===== config.mk =====
export PLATFORM = sky130hd
export DESIGN_NAME = p3dc_regs
export DESIGN_NICKNAME = d
export VERILOG_FILES = /design/src/rtl/p3dc_pkg.sv /design/src/rtl/p3dc_regs.sv
export VERILOG_INCLUDE_DIRS = /design/src /design/src/rtl
export SDC_FILE = /design/constraint.sdc
export NUM_CORES = 1
export LEC_CHECK = 0
export BUFFER_PORTS_ARGS = -buffer_cell sky130_fd_sc_hd__buf_2
export CAP_MARGIN = 20
export CELL_PAD_IN_SITES_DETAIL_PLACEMENT = 1
export CELL_PAD_IN_SITES_GLOBAL_PLACEMENT = 2
export CORE_MARGIN = 2
export CORE_UTILIZATION = 30
export CTS_CLUSTER_DIAMETER = 120
export DETAILED_ROUTE_END_ITERATION = 7
export HOLD_SLACK_MARGIN = 0.08
export PLACE_DENSITY = 0.81
export SLEW_MARGIN = 20
export SYNTH_ARGS = -nofsm -noshare
export SYNTH_HDL_FRONTEND = slang
export SYNTH_SLANG_ARGS = --single-unit

===== constraint.sdc =====
create_clock -name clock -period 1 [get_ports clock]
set_input_delay 0.2 -clock clock [delete_from_list [all_inputs] [get_ports clock]]
set_output_delay 0.2 -clock clock [all_outputs]
set_load 0.05 [all_outputs]

===== src/rtl/p3dc_cfg.svh =====
// Purpose: constants for the phase-3 diagnostic configuration slice
// Assumes: 16-bit register words, word addresses on the register port
// Notes:   times in ns, cycle counts derived from the 100 ns clock
`ifndef P3DC_CFG_SVH
`define P3DC_CFG_SVH

`define P3DC_ADDR_W            6
`define P3DC_DATA_W            16
`define P3DC_OFS_RESULT        6'h31
`define P3DC_OFS_CONFIG        6'h32
`define P3DC_RESULT_W          15
`define P3DC_CONFIG_RST        16'h0000
`define P3DC_RESULT_RST        15'h0000
`define P3DC_POS_OFFSEL        9
`define P3DC_POS_ONOFF         8
`define P3DC_POS_MASK_LSB      7
`define P3DC_POS_MASK_HSG      6
`define P3DC_POS_MASK_GOV      4
`define P3DC_POS_GTIME         2
`define P3DC_POS_CTIME         0
`define P3DC_CLK_PERIOD_NS     100
`define P3DC_T0_NS             200
`define P3DC_T1_NS             500
`define P3DC_T2_NS             1000
`define P3DC_T3_NS             1500
// least times round up to whole cycles
`define P3DC_CYC(t)            (((t) + `P3DC_CLK_PERIOD_NS - 1) / `P3DC_CLK_PERIOD_NS)

`endif


===== src/rtl/p3dc_pkg.sv =====
// Purpose: types for the phase-3 diagnostic configuration slice
// Assumes: nothing beyond the constants header
// Notes:   field layout follows the configuration word
package p3dc_pkg;

  typedef enum logic [1:0] {
    P3DC_OFF_NONE  = 2'b00,
    P3DC_OFF_PU    = 2'b01,
    P3DC_OFF_PD    = 2'b10,
    P3DC_OFF_NONE2 = 2'b11
  } p3dc_offsel_t;

  typedef struct packed {
    logic [4:0]   spare;
    p3dc_offsel_t offstate_check_select;
    logic         onstate_check_off;
    logic         low_short_batt_route_mask;
    logic         high_short_gnd_route_mask;
    logic         spare5;
    logic         gate_overlap_route_mask;
    logic [1:0]   gate_overlap_detect_time;
    logic [1:0]   command_overlap_detect_time;
  } p3dc_config_t;

  typedef struct packed {
    logic low_short_batt;
    logic high_short_gnd;
    logic gate_overlap;
  } p3dc_faults_t;

endpackage : p3dc_pkg


===== src/rtl/p3dc_regs.sv =====
// Purpose: phase-3 current result and diagnostic configuration registers
// Assumes: register port is word addressed, one-cycle write strobe, sync inputs
// Notes:   read data registered, one cycle after the read strobe
`include "p3dc_cfg.svh"

////////////////////////////////////////////////////////////////////////////////
module p3dc_regs
  import p3dc_pkg::*;
(
  input  wire logic                        clock,
  input  wire logic                        rst_n,
  input  wire logic [`P3DC_ADDR_W-1:0]     reg_addr,
  input  wire logic                        reg_wr,
  input  wire logic                        reg_rd,
  input  wire logic [`P3DC_DATA_W-1:0]     reg_wdata,
  output logic      [`P3DC_DATA_W-1:0]     reg_rdata,
  input  wire logic                        meas_valid,
  input  wire logic [`P3DC_RESULT_W-1:0]   meas_value,
  input  wire p3dc_faults_t                fault_in,
  output p3dc_faults_t                     fault_routed,
  output logic                             pullup_en,
  output logic                             pulldown_en,
  output logic                             onstate_check_en,
  output logic      [7:0]                  gate_overlap_cycles,
  output logic      [7:0]                  command_overlap_cycles
);

  localparam logic [7:0] C0 = 8'(`P3DC_CYC(`P3DC_T0_NS));
  localparam logic [7:0] C1 = 8'(`P3DC_CYC(`P3DC_T1_NS));
  localparam logic [7:0] C2 = 8'(`P3DC_CYC(`P3DC_T2_NS));
  localparam logic [7:0] C3 = 8'(`P3DC_CYC(`P3DC_T3_NS));

  p3dc_config_t              config_reg;
  logic [`P3DC_RESULT_W-1:0] current_value_reg;
  logic [2:0]                route_mask;

  // time code decode, shared by both overlap detectors
  function automatic logic [7:0] p3dc_time_cycles(input logic [1:0] code);
    unique case (code)
      2'b00:   p3dc_time_cycles = C0;
      2'b01:   p3dc_time_cycles = C1;
      2'b10:   p3dc_time_cycles = C2;
      2'b11:   p3dc_time_cycles = C3;
    endcase
  endfunction : p3dc_time_cycles

  //////////////////////////////////////////////////////////////////////////////
  // result capture
  always_ff @(posedge clock or negedge rst_n) begin
    if (!rst_n) begin
      current_value_reg <= `P3DC_RESULT_RST;
    end else if (meas_valid) begin
      current_value_reg <= meas_value;
    end
  end

  // config write; whole word stored, spare bits inert
  always_ff @(posedge clock or negedge rst_n) begin
    if (!rst_n) begin
      config_reg <= p3dc_config_t'(`P3DC_CONFIG_RST);
    end else if (reg_wr && reg_addr == `P3DC_OFS_CONFIG) begin
      config_reg <= p3dc_config_t'(reg_wdata);
    end
  end

  // read path; unmapped addresses read zero
  always_ff @(posedge clock or negedge rst_n) begin
    if (!rst_n) begin
      reg_rdata <= '0;
    end else if (reg_rd) begin
      unique case (reg_addr)
        `P3DC_OFS_RESULT: reg_rdata <= {1'b0, current_value_reg};
        `P3DC_OFS_CONFIG: reg_rdata <= config_reg;
        default:          reg_rdata <= '0;
      endcase
    end
  end

  //////////////////////////////////////////////////////////////////////////////
  // off-state current select
  assign pullup_en   = config_reg.offstate_check_select == P3DC_OFF_PU;
  assign pulldown_en = config_reg.offstate_check_select == P3DC_OFF_PD;
  assign onstate_check_en = !config_reg.onstate_check_off;
  // fault routing masks, one means masked
  // masks gathered in fault struct order so one loop serves all three
  assign route_mask = {config_reg.low_short_batt_route_mask,
                       config_reg.high_short_gnd_route_mask,
                       config_reg.gate_overlap_route_mask};
  for (genvar g = 0; g < 3; g++) begin : g_route
    assign fault_routed[g] = fault_in[g] & !route_mask[g];
  end
  assign gate_overlap_cycles    = p3dc_time_cycles(config_reg.gate_overlap_detect_time);
  assign command_overlap_cycles = p3dc_time_cycles(config_reg.command_overlap_detect_time);
endmodule : p3dc_regs


* Word-level counts from Yosys, hierarchy flattened *
Index checks and enable logic that the tools add are counted.

storage, ports and cells
  register bits = 47
  bits in latches = 0
  bits in writable memories = 0
  bits in read-only memories = 0
  input bits = 45
  output and inout port bits = 38
  logic and storage cells = 34
  memories = 0

cells by class
  add/subtract/negate cells = 0
  multipliers = 0
  divide/modulo/power cells = 0
  magnitude comparators = 0
  equality and inequality tests = 10
  shifts and indexed selects = 0
  mux-type cells = 3
  bitwise operators = 3
  reduce and logical (&&, ||, !) cells = 7

operators with widths
  cell                                                 number
  one-hot mux 8 bit (4 select lines)                   2
  one-hot mux 16 bit (2 select lines)                  1
  equality test 6 bit, second input constant           2
  equality test 2 bit, second input constant           5
  equality test 2 x 1 -> 1 bit, second input constant  3
  logical NOT 1 bit                                    4
  logical NOT 2 bit                                    2
  bitwise AND 1 bit                                    3
  logical AND 1 bit                                    1

* Longest topological paths before layout *
Gate-level depths: netlist of run 1.

  depth after elaboration = 2
  gate-level depth with buffers = 5
  gate-level depth less buffers = 3

* Worst setup path before layout of run 1 *
Ideal clock, no wire load.

  path kind = register to output
  start = register config_reg[0] in the netlist's numbering
  end = output command_overlap_cycles[2]
  arrival = 1.139 ns
  required time = 0.800 ns
  setup slack = -0.339 ns
  stages on the path, launching flop included = 3
  path buffers = 2
  cell sequence = dfrtp_1 -> clkbuf_1 -> buf_4

on the way
  cells in the longest elaborated chain, start to end = 2
  elaborated cells between the ends (all ways) = 5
  those cells by class = eq/ne: 3; mux: 1; reduce/logical: 1

ends and longest elaborated chain
  what                                         RTL line         text
  start, declared                              p3dc_regs.sv:33  p3dc_config_t config_reg;
  start signal, assigned                       p3dc_regs.sv:60  config_reg <= p3dc_config_t'(`P3DC_CONFIG_RST);
  start signal, assigned                       p3dc_regs.sv:62  config_reg <= p3dc_config_t'(reg_wdata);
  equality test 2 bit (tied with other cells)  p3dc_regs.sv:39  unique case (code)
  one-hot mux 8 bit (4 select lines) *         p3dc_regs.sv:39
  end, declared                                p3dc_regs.sv:25  output logic [7:0] command_overlap_cycles

Every way passes the cells marked *; elsewhere a longest branch is shown, timed or not. The select of a mux whose other input is x is not followed.

* Worst setup path in the final report of run 1 *
  start = register config_reg[9] in the netlist's numbering
  end = output pullup_en

on the way
  cells in the longest elaborated chain, start to end = 1

ends and longest elaborated chain
  what                          RTL line         text
  equality test 2 x 1 -> 1 bit  p3dc_regs.sv:81  assign pullup_en = config_reg.offstate_check_select == P3DC_OFF_PU;
  end, declared                 p3dc_regs.sv:21  output logic pullup_en,

Every way passes these cells.

==> flow_summary.ini, run 1 <==
[outcome]
status = complete, but fails checks
violations = setup timing

[worst_setup_path]
r2r-start = config_reg[3]$_DFFE_PN0P_
critical_path_peak_fanout = 3
cp_data_arrival_time_ns = 1.05
path_delay_family = flip-flops
path_class = reg2out
cp.depth = 2
slowest_stage = dfrtp_1
cp_cell_sequence = nor2b_4 > buf_6
regToRegSetupSlack_ns = -0.03
crit_start = config_reg[9]$_DFFE_PN0P_
cp_num_buf_inv = 1
slowest_delay_ns = 0.43
crit_required_ns = 0.80
r2r-end = reg_rdata[3]$_DFFE_PN0P_
endpoint = pullup_en
startpoint_type = register
r2r_cells = 4
end_kind = output pin

[sta]
fin_skew_ns = 0.00324
hold_viol = 0
fin_ws_ns = -0.250
post-route-period-util = 1.25
period_minus_slack_ns = 1.25
slew_violations = 0
fin_setup_tns_ns = -3.46
max_freq_mhz = 800
rsz0062_at_grt = yes
final-setup-viol-count = 36

[synth]
synthTopCellsByArea = dfrtp_1 (57%), mux2_2 (11%), mux2_4 (7.2%)
synth.top_cell.area_share = 0.567
synth-seq-cells = 47
synth_common_cells = dfrtp_1 (47), mux2_2 (21), inv_1 (17), a22oi_1 (15), o22ai_1 (15)
synth_area_mm2 = 0.00208
synth_flop_cell = dfrtp_1
synth_edf_count = 0
synth.most_common_cell = dfrtp_1
yosysSeqAreaShare = 0.567
yosysTopAreaCell = dfrtp_1
syn_area_per_cell_um2 = 12.7
ys_warn_count = 0
netlist_instances = 163
synth_cell_types = 18
async_flop_share = 1.00

[grt]
grt_pass1_vias = 1766
grt_pass1_wl_mm = 9.11
grt_max_degree = 48
grtUsageTotal = 0.158
overflow = 0
antenna_found_initial = 0

[route]
via_per_inst = 4.65
ant_nets = 0
wirelength_mm = 5.49
drcViolationCount = 0
wl_per_cell_um = 16.1
drt_iter0_drc = 51
via_count = 1580
dr.pass1.iters = 4

[min_path]
hp-class = in2reg
hold_start = meas_value[6]

[floorplanning]
core_mm2 = 0.00676
dieArea_mm2 = 0.00760
die_h_um = 87.2
fp.dieW_um = 87.2
fp-row-count = 30
ioPinCount = 83
initial_core_util = 0.307

[clocking]
cts_buffers = 5
max-clock-path-buffers = 2
root_buffer = clkbuf_8
clk_latency_ns = 0.30
cts_sinks = 47
htreeDepth = 2
path_clk_slew_ns = 0.09
cts_tree = built

[layout]
area_growth_pct = 51.1
n_antenna_cell = 0
fin_nets = 304
drive_above_1_share = 0.619
final_cells = 340

[power_and_ir_drop]
finalPower_mw = 4.67
power_leakage_nw = 1.52
powerDensity_mw_per_mm2 = 1490
ir_worst_vdd_v = 0.000582

[placement]
dp_hpwl_mm = 3.67
io_buffers = 74
place_congestion = 0.689
place_inst = 317

[run]
cap_violations = 0
==> per-layer routing <==
layer	part of all wire	global-route usage	up-vias
met5	0	0	-
met1	0.42	0.203	789
li1	-	-	738
met2	0.53	0.271	45
met4	0.015	0.0503	0
met3	0.042	0.0265	8
==> power breakdown <==
part / internal [mW] / leakage [nW] / switching (mW)
logic: 0.595 / 0.857 / 0.631
clock network: 0.632 / 0.0515 / 0.626
registers: 2.05 / 0.607 / 0.127
==> area by class of cell <==
| type | count | area, um2 |
|---|---|---|
| well taps | 80 | 100 |
| flip-flops and latches | 47 | 1180 |
| repair buffers | 105 | 882 |
| clock buffers | 8 | 100 |
| multi-input cells | 83 | 811 |
| inverters | 17 | 63.8 |
| fillers | 749 | 3620 |
==> how the worst min path moves through the flow <==
stage                                        endpoint  slack [ns]  depth (start not counted)
floorplan                   config_reg[0]$_DFFE_PN0P_        -0.1                          0
global placement            config_reg[0]$_DFFE_PN0P_        0.20                          2
detailed placement          config_reg[0]$_DFFE_PN0P_        0.21                          2
CTS                 current_value_reg[12]$_DFFE_PN0P_        0.12                          2
global route        current_value_reg[11]$_DFFE_PN0P_        0.13                          2
finish               current_value_reg[6]$_DFFE_PN0P_        0.13                          2
==> per-stage QoR <==
step	cell area, um2	util	hold slack, ns	setup slack [ns]
6_report	3140	0.464	0.129	-0.250
5_1_grt	3140	0.464	0.128	-0.305
4_1_cts	3050	0.451	0.119	-0.282
3_5_place_dp	2650	0.391	0.208	-0.317
3_3_place_gp	2650	0.391	0.203	-0.287
2_1_floorplan	2160	-	-0.0956	-0.222
==> worst register-to-register path: stages, from the launching register on <==
cell and delay, ns:
dfrtp_1 0.42, buf_6 0.13, buf_6 0.11, a22oi_2 0.16
o22ai_2 0.10
==> cell usage in the layout (no fill, tap or decap), types with 2 or more instances in the layout <==
cell / Yosys / final
a22oi_2: 0 / 5
mux2_4: 10 / 10
buf_2: 5 / 42
dfrtp_2: 0 / 3
nand2b_4: 0 / 2
nor2b_4: 0 / 5
buf_4: 10 / 21
inv_1: 17 / 17
mux2_2: 21 / 21
a22oi_1: 15 / 10
clkbuf_8: 0 / 7
o22ai_1: 15 / 14
buf_12: 0 / 4
buf_6: 1 / 35
dfrtp_1: 47 / 44
buf_8: 0 / 2
conb_1: 1 / 8
==> timing repair <==
item / in CTS / in global routing
hold endpoints to repair: 47 / 0
pin swaps: 0 / 3
endpoints found under the setup margin: 30 / 47
hold buffers: 1 / 0
buffers inserted: 10 / 6
gates resized for setup: 67 / 15
==> kinds of logic (layout without fill, tap and decap cells) <==
family          count (synthesis)  in the layout  share of synthesized area
flops                          47             47                      0.567
buf+inv                        40            130                     0.0970
compound gates                 31             31                      0.102
mux                            31             31                      0.186
simple gates                   13             13                     0.0464
other cells                     1              8                    0.00181
(Power assumes the default switching activity.)
==> run 2: changes to the inputs <==
--- a/config.mk
+++ b/config.mk
@@ -11,11 +11,11 @@
 export CELL_PAD_IN_SITES_DETAIL_PLACEMENT = 1
 export CELL_PAD_IN_SITES_GLOBAL_PLACEMENT = 2
 export CORE_MARGIN = 2
-export CORE_UTILIZATION = 30
+export CORE_UTILIZATION = 27
 export CTS_CLUSTER_DIAMETER = 120
 export DETAILED_ROUTE_END_ITERATION = 7
 export HOLD_SLACK_MARGIN = 0.08
-export PLACE_DENSITY = 0.81
+export PLACE_DENSITY = 0.77
 export SLEW_MARGIN = 20
 export SYNTH_ARGS = -nofsm -noshare
 export SYNTH_HDL_FRONTEND = slang
==> constraint.sdc (replaced) <==
create_clock -name clock -period 1.1 [get_ports clock]
set_input_delay 0.22 -clock clock [delete_from_list [all_inputs] [get_ports clock]]
set_output_delay 0.22 -clock clock [all_outputs]
set_load 0.05 [all_outputs]
==> flow_summary.ini, run 2 (same netlist as run 1, synthesis figures left out) <==
[route]
wirelength_mm = 5.34
wl_per_cell_um = 14.8
drcViolationCount = 0
drt_iter0_drc = 51
ant_nets = 0
via_count = 1587
via_per_inst = 4.41
dr.pass1.iters = 4

[sta]
rsz0062_at_grt = yes
slew_violations = 0
hold-worst-slack_ns = 0.146
fin_skew_ns = 0.00562
final-setup-viol-count = 14
period_minus_slack_ns = 1.25
max_freq_mhz = 802
post-route-period-util = 1.13
fin_ws_ns = -0.147
hold_viol = 0

[worst_setup_path]
path_class = reg2out
cp_data_arrival_time_ns = 1.03
r2r-start = config_reg[10]$_DFFE_PN0P_
r2r_cells = 4
critical_path_peak_fanout = 3
end_kind = output pin
crit_required_ns = 0.88
startpoint_type = register
regToRegSetupSlack_ns = 0.07
r2r-end = reg_rdata[10]$_DFFE_PN0P_

[grt]
grt_max_degree = 48
antenna_found_initial = 0
grt_pass1_wl_mm = 8.54
overflow = 0
grtUsageTotal = 0.130
grt_pass1_vias = 1674

[clocking]
cts_sinks = 47
cts_tree = built
max-clock-path-buffers = 2
path_clk_slew_ns = 0.09
root_buffer = clkbuf_8
clk_latency_ns = 0.30
htreeDepth = 2
cts_buffers = 5

[min_path]
min_delay_path_depth = 2
hold_start = reg_wdata[5]
holdPathEnd = config_reg[5]$_DFFE_PN0P_
hp-class = in2reg

[layout]
layout_common_cells = dfrtp_1 (45), buf_2 (44), buf_6 (29)
fin_nets = 305
final_common_cell = dfrtp_1
n_antenna_cell = 0
area_growth_pct = 50.3
drive_above_1_share = 0.598

[power_and_ir_drop]
finalPower_mw = 4.55
power_leakage_nw = 1.51
ir_worst_vdd_v = 0.000459
powerDensity_mw_per_mm2 = 1460

[floorplanning]
dieArea_mm2 = 0.00841
core_mm2 = 0.00733
ioPinCount = 83
initial_core_util = 0.283
fp-row-count = 31
die_h_um = 91.7
fp.dieW_um = 91.7

[outcome]
violations = setup timing
status = complete, but fails checks

[placement]
place_congestion = 0.711
dp_hpwl_mm = 3.71
io_buffers = 74

[run]
cap_violations = 0
[run 2: changes by cell type in the layout (fill, tap and decap cells not counted), sizes merged]
cell / change
clkbuf: -3
buf: +1
bufinv: +2
clkinvlp: +1
[run 2: layout make-up]
cell class,count,area (um2)
fillers,778,4210
flip-flops and latches,47,1180
repair buffers,106,862
multi-input cells,83,754
well taps,99,124
clock buffers,5,68.8
clock inverters,3,67.6
inverters,17,63.8
[run 2: worst max-delay path by stage]
stage / startpoint / end / slack, ns / cells past startpoint
finish: config_reg[10]$_DFFE_PN0P_ / pulldown_en / -0.15 / 2
global placement: reg_addr[3] / config_reg[14]$_DFFE_PN0P_ / -0.21 / 5
CTS: config_reg[9]$_DFFE_PN0P_ / pulldown_en / -0.17 / 2
global route: config_reg[9]$_DFFE_PN0P_ / pullup_en / -0.20 / 2
detailed placement: reg_addr[3] / config_reg[15]$_DFFE_PN0P_ / -0.23 / 5
floorplan: config_reg[10]$_DFFE_PN0P_ / pullup_en / -0.20 / 1
[run 2: per-layer routing]
| layer | vias up | track usage | part of all wire |
|---|---|---|---|
| met1 | 797 | 0.162 | 0.42 |
| met4 | 0 | 0.0265 | 0.0034 |
| li1 | 738 | - | - |
| met5 | - | 0 | 0 |
| met2 | 49 | 0.225 | 0.52 |
| met3 | 3 | 0.0353 | 0.055 |
[run 2: timing repair]
| item | 4_1_cts | 5_1_grt |
|---|---|---|
| gates resized for setup | 59 | 10 |
| hold buffers | 1 | 0 |
| endpoints found under the setup margin | 30 | 28 |
| endpoints found under the hold margin | 47 | 0 |
| buffers inserted | 12 | 8 |
[run 2: through the flow]
stage / area (um2) / utilization / cells / worst slack [ns] / TNS, ns
final: 3120 / 0.425 / 360 / -0.147 / -1.16
after detailed placement: 2600 / 0.355 / 331 / -0.228 / -5.61
after global placement: 2600 / 0.355 / 331 / -0.209 / -5.09
after floorplan: 2120 / - / 170 / -0.202 / -1.83
after global routing: 3120 / 0.425 / 360 / -0.196 / -1.96
after CTS: 3020 / 0.412 / 352 / -0.174 / -1.31
[run 2: power by group]
group	switching, mW	internal [mW]
registers	0.103	1.87
logic	0.557	0.515
clock network	0.601	0.907
total	1.26	3.29
[run 2: critical path, cell delays in order, from the launching register on]
cell	delay (ns)
dfrtp_1	0.42
nor2b_2	0.17
buf_6	0.15
==> run 3: changes to the inputs <==
--- a/config.mk
+++ b/config.mk
@@ -6,12 +6,13 @@
 export SDC_FILE = /design/constraint.sdc
 export NUM_CORES = 1
 export LEC_CHECK = 0
+export ABC_AREA = 1
 export BUFFER_PORTS_ARGS = -buffer_cell sky130_fd_sc_hd__buf_2
 export CAP_MARGIN = 20
 export CELL_PAD_IN_SITES_DETAIL_PLACEMENT = 1
 export CELL_PAD_IN_SITES_GLOBAL_PLACEMENT = 2
 export CORE_MARGIN = 2
-export CORE_UTILIZATION = 27
+export CORE_UTILIZATION = 25
 export CTS_CLUSTER_DIAMETER = 120
 export DETAILED_ROUTE_END_ITERATION = 7
 export HOLD_SLACK_MARGIN = 0.08
==> flow_summary.ini, run 3 <==
[floorplanning]
fp.dieW_um = 100
die_h_um = 100
ioPinCount = 83
initial_core_util = 0.253
fp-row-count = 35
core_mm2 = 0.00911
dieArea_mm2 = 0.0100

[synth]
synth_cell_types = 18
yosysSeqAreaShare = 0.510
yosysTopAreaCell = dfrtp_1
synthTopCellsByArea = dfrtp_1 (51%), nand2_1 (16%), nand4_1 (12%)
synth_flop_cell = dfrtp_1
synth.top_cell.area_share = 0.510
syn_area_per_cell_um2 = 8.81
ys_warn_count = 0
synth_common_cells = nand2_1 (96), dfrtp_1 (47), nand4_1 (46), mux2_2 (15), buf_4 (12)
synth_area_mm2 = 0.00231
netlist_instances = 262
synth_edf_count = 0
synth.most_common_cell = nand2_1
async_flop_share = 1.00
synth-seq-cells = 47

[grt]
grt_busiest_layer = met2
grt_pass1_vias = 2128
overflow = 0
use_met3 = 0.0286
grtUsageTotal = 0.139
met1_usage = 0.186
grt_pass1_wl_mm = 10.8
grt_max_degree = 48
antenna_found_initial = 0
grt_util_met2 = 0.223

[layout]
stdcell_area_mm2 = 0.00340
area_growth_pct = 47.3
final_cells = 473
n_antenna_cell = 0
drive_above_1_share = 0.431
layout_common_cells = nand2_1 (95), nand4_1 (46), dfrtp_1 (44), buf_2 (44), buf_4 (36)
fin_nets = 406
final_common_cell = nand2_1

[placement]
dpl_worst_slack_ns = -0.0858
place_inst = 435
postPlaceCellArea_mm2 = 0.00284
place_congestion = 0.718
io_buffers = 74
dp_hpwl_mm = 4.78

[sta]
rsz0062_at_grt = yes
hold-worst-slack_ns = 0.142
hold_viol = 0
fin_ws_ns = -0.213
final-setup-viol-count = 15
fin_setup_tns_ns = -1.28
slew_violations = 0
max_freq_mhz = 762
fin_skew_ns = 0.00539
post-route-period-util = 1.19
period_minus_slack_ns = 1.31

[run]
cap_violations = 0

[clocking]
max-clock-path-buffers = 2
cts_sinks = 47
cts_buffers = 5
clk_latency_ns = 0.30
htreeDepth = 2
cts_tree = built
root_buffer = clkbuf_8
path_clk_slew_ns = 0.08

[power_and_ir_drop]
powerDensity_mw_per_mm2 = 1250
ir_worst_vdd_v = 0.000397
power_leakage_nw = 1.81

[min_path]
min_delay_path_depth = 2
holdPathEnd = current_value_reg[9]$_DFFE_PN0P_
hold_start = meas_value[9]
hp-class = in2reg

[worst_setup_path]
crit_required_ns = 0.88
end_kind = output pin
startpoint_type = register
path_class = reg2out
cp_data_arrival_time_ns = 1.09
r2r-end = reg_rdata[2]$_DFFE_PN0P_
r2r-start = config_reg[2]$_DFFE_PN0P_
r2r_cells = 6
regToRegSetupSlack_ns = 0.03
critical_path_peak_fanout = 4

[outcome]
status = complete, but fails checks
violations = setup timing

[route]
via_count = 2067
via_per_inst = 4.37
wl_per_cell_um = 13.7
dr.pass1.iters = 4
wirelength_mm = 6.47
ant_nets = 0
drcViolationCount = 0
drt_iter0_drc = 28
[run 3: layout make-up]
class                      instances  area, um2
clock buffer                       8        100
fill                            1094       5710
inverter                          12       45.0
multi-input combinational        177        951
sequential                        47       1180
tap                              111        139
timing repair buffer             118        985
[run 3: metal layers]
metal / up-vias / share of wire
li1: 1048 / -
met1: 964 / 0.47
met2: 47 / 0.47
met3: 8 / 0.045
met4: 0 / 0.015
met5: - / 0
[run 3: how the worst max path moves through the flow]
stage	slack [ns]	depth (start not counted)	endpoint	start
3_5_place_dp	-0.09	6	config_reg[5]$_DFFE_PN0P_	reg_addr[4]
6_report	-0.21	3	pullup_en	config_reg[9]$_DFFE_PN0P_
5_1_grt	-0.25	3	pulldown_en	config_reg[10]$_DFFE_PN0P_
2_1_floorplan	-0.17	1	pulldown_en	config_reg[9]$_DFFE_PN0P_
3_3_place_gp	-0.04	6	config_reg[11]$_DFFE_PN0P_	reg_addr[4]
4_1_cts	-0.21	3	pullup_en	config_reg[9]$_DFFE_PN0P_
[run 3: cell families after synthesis]
family                 share of synthesized area
buffers and inverters                      0.101
other                                    0.00163
flip-flops                                 0.510
AO/OA/AOI/OAI                            0.00217
multiplexers                              0.0732
AND/OR/NAND/NOR                            0.312
[run 3: report_power, final]
| part | leakage [nW] | total, mW | internal [mW] | switching (mW) |
|---|---|---|---|---|
| registers | 0.608 | 1.98 | 1.87 | 0.113 |
| logic | 1.15 | 1.12 | 0.474 | 0.650 |
| clock network | 0.0515 | 1.13 | 0.574 | 0.559 |
| total | 1.81 | 4.24 | 2.91 | 1.32 |
[run 3: critical path, stage by stage (launching register included)]
cell,delay (ns)
dfrtp_2,0.43
inv_2,0.07
nor2_4,0.13
buf_8,0.15
[run 3: timing repair]
action	in CTS	in global routing
endpoints found under the setup margin	30	30
endpoints found under the hold margin	47	0
hold buffers	1	0
setup buffers	12	17
pin swaps	3	4
gates resized for setup	65	12
[run 3: per-stage QoR]
stage,total power [mW],utilization
floorplan,2.59,-
global placement,2.86,0.312
detailed placement,2.88,0.312
CTS,4.20,0.356
global route,4.47,0.373
finish,4.24,0.373
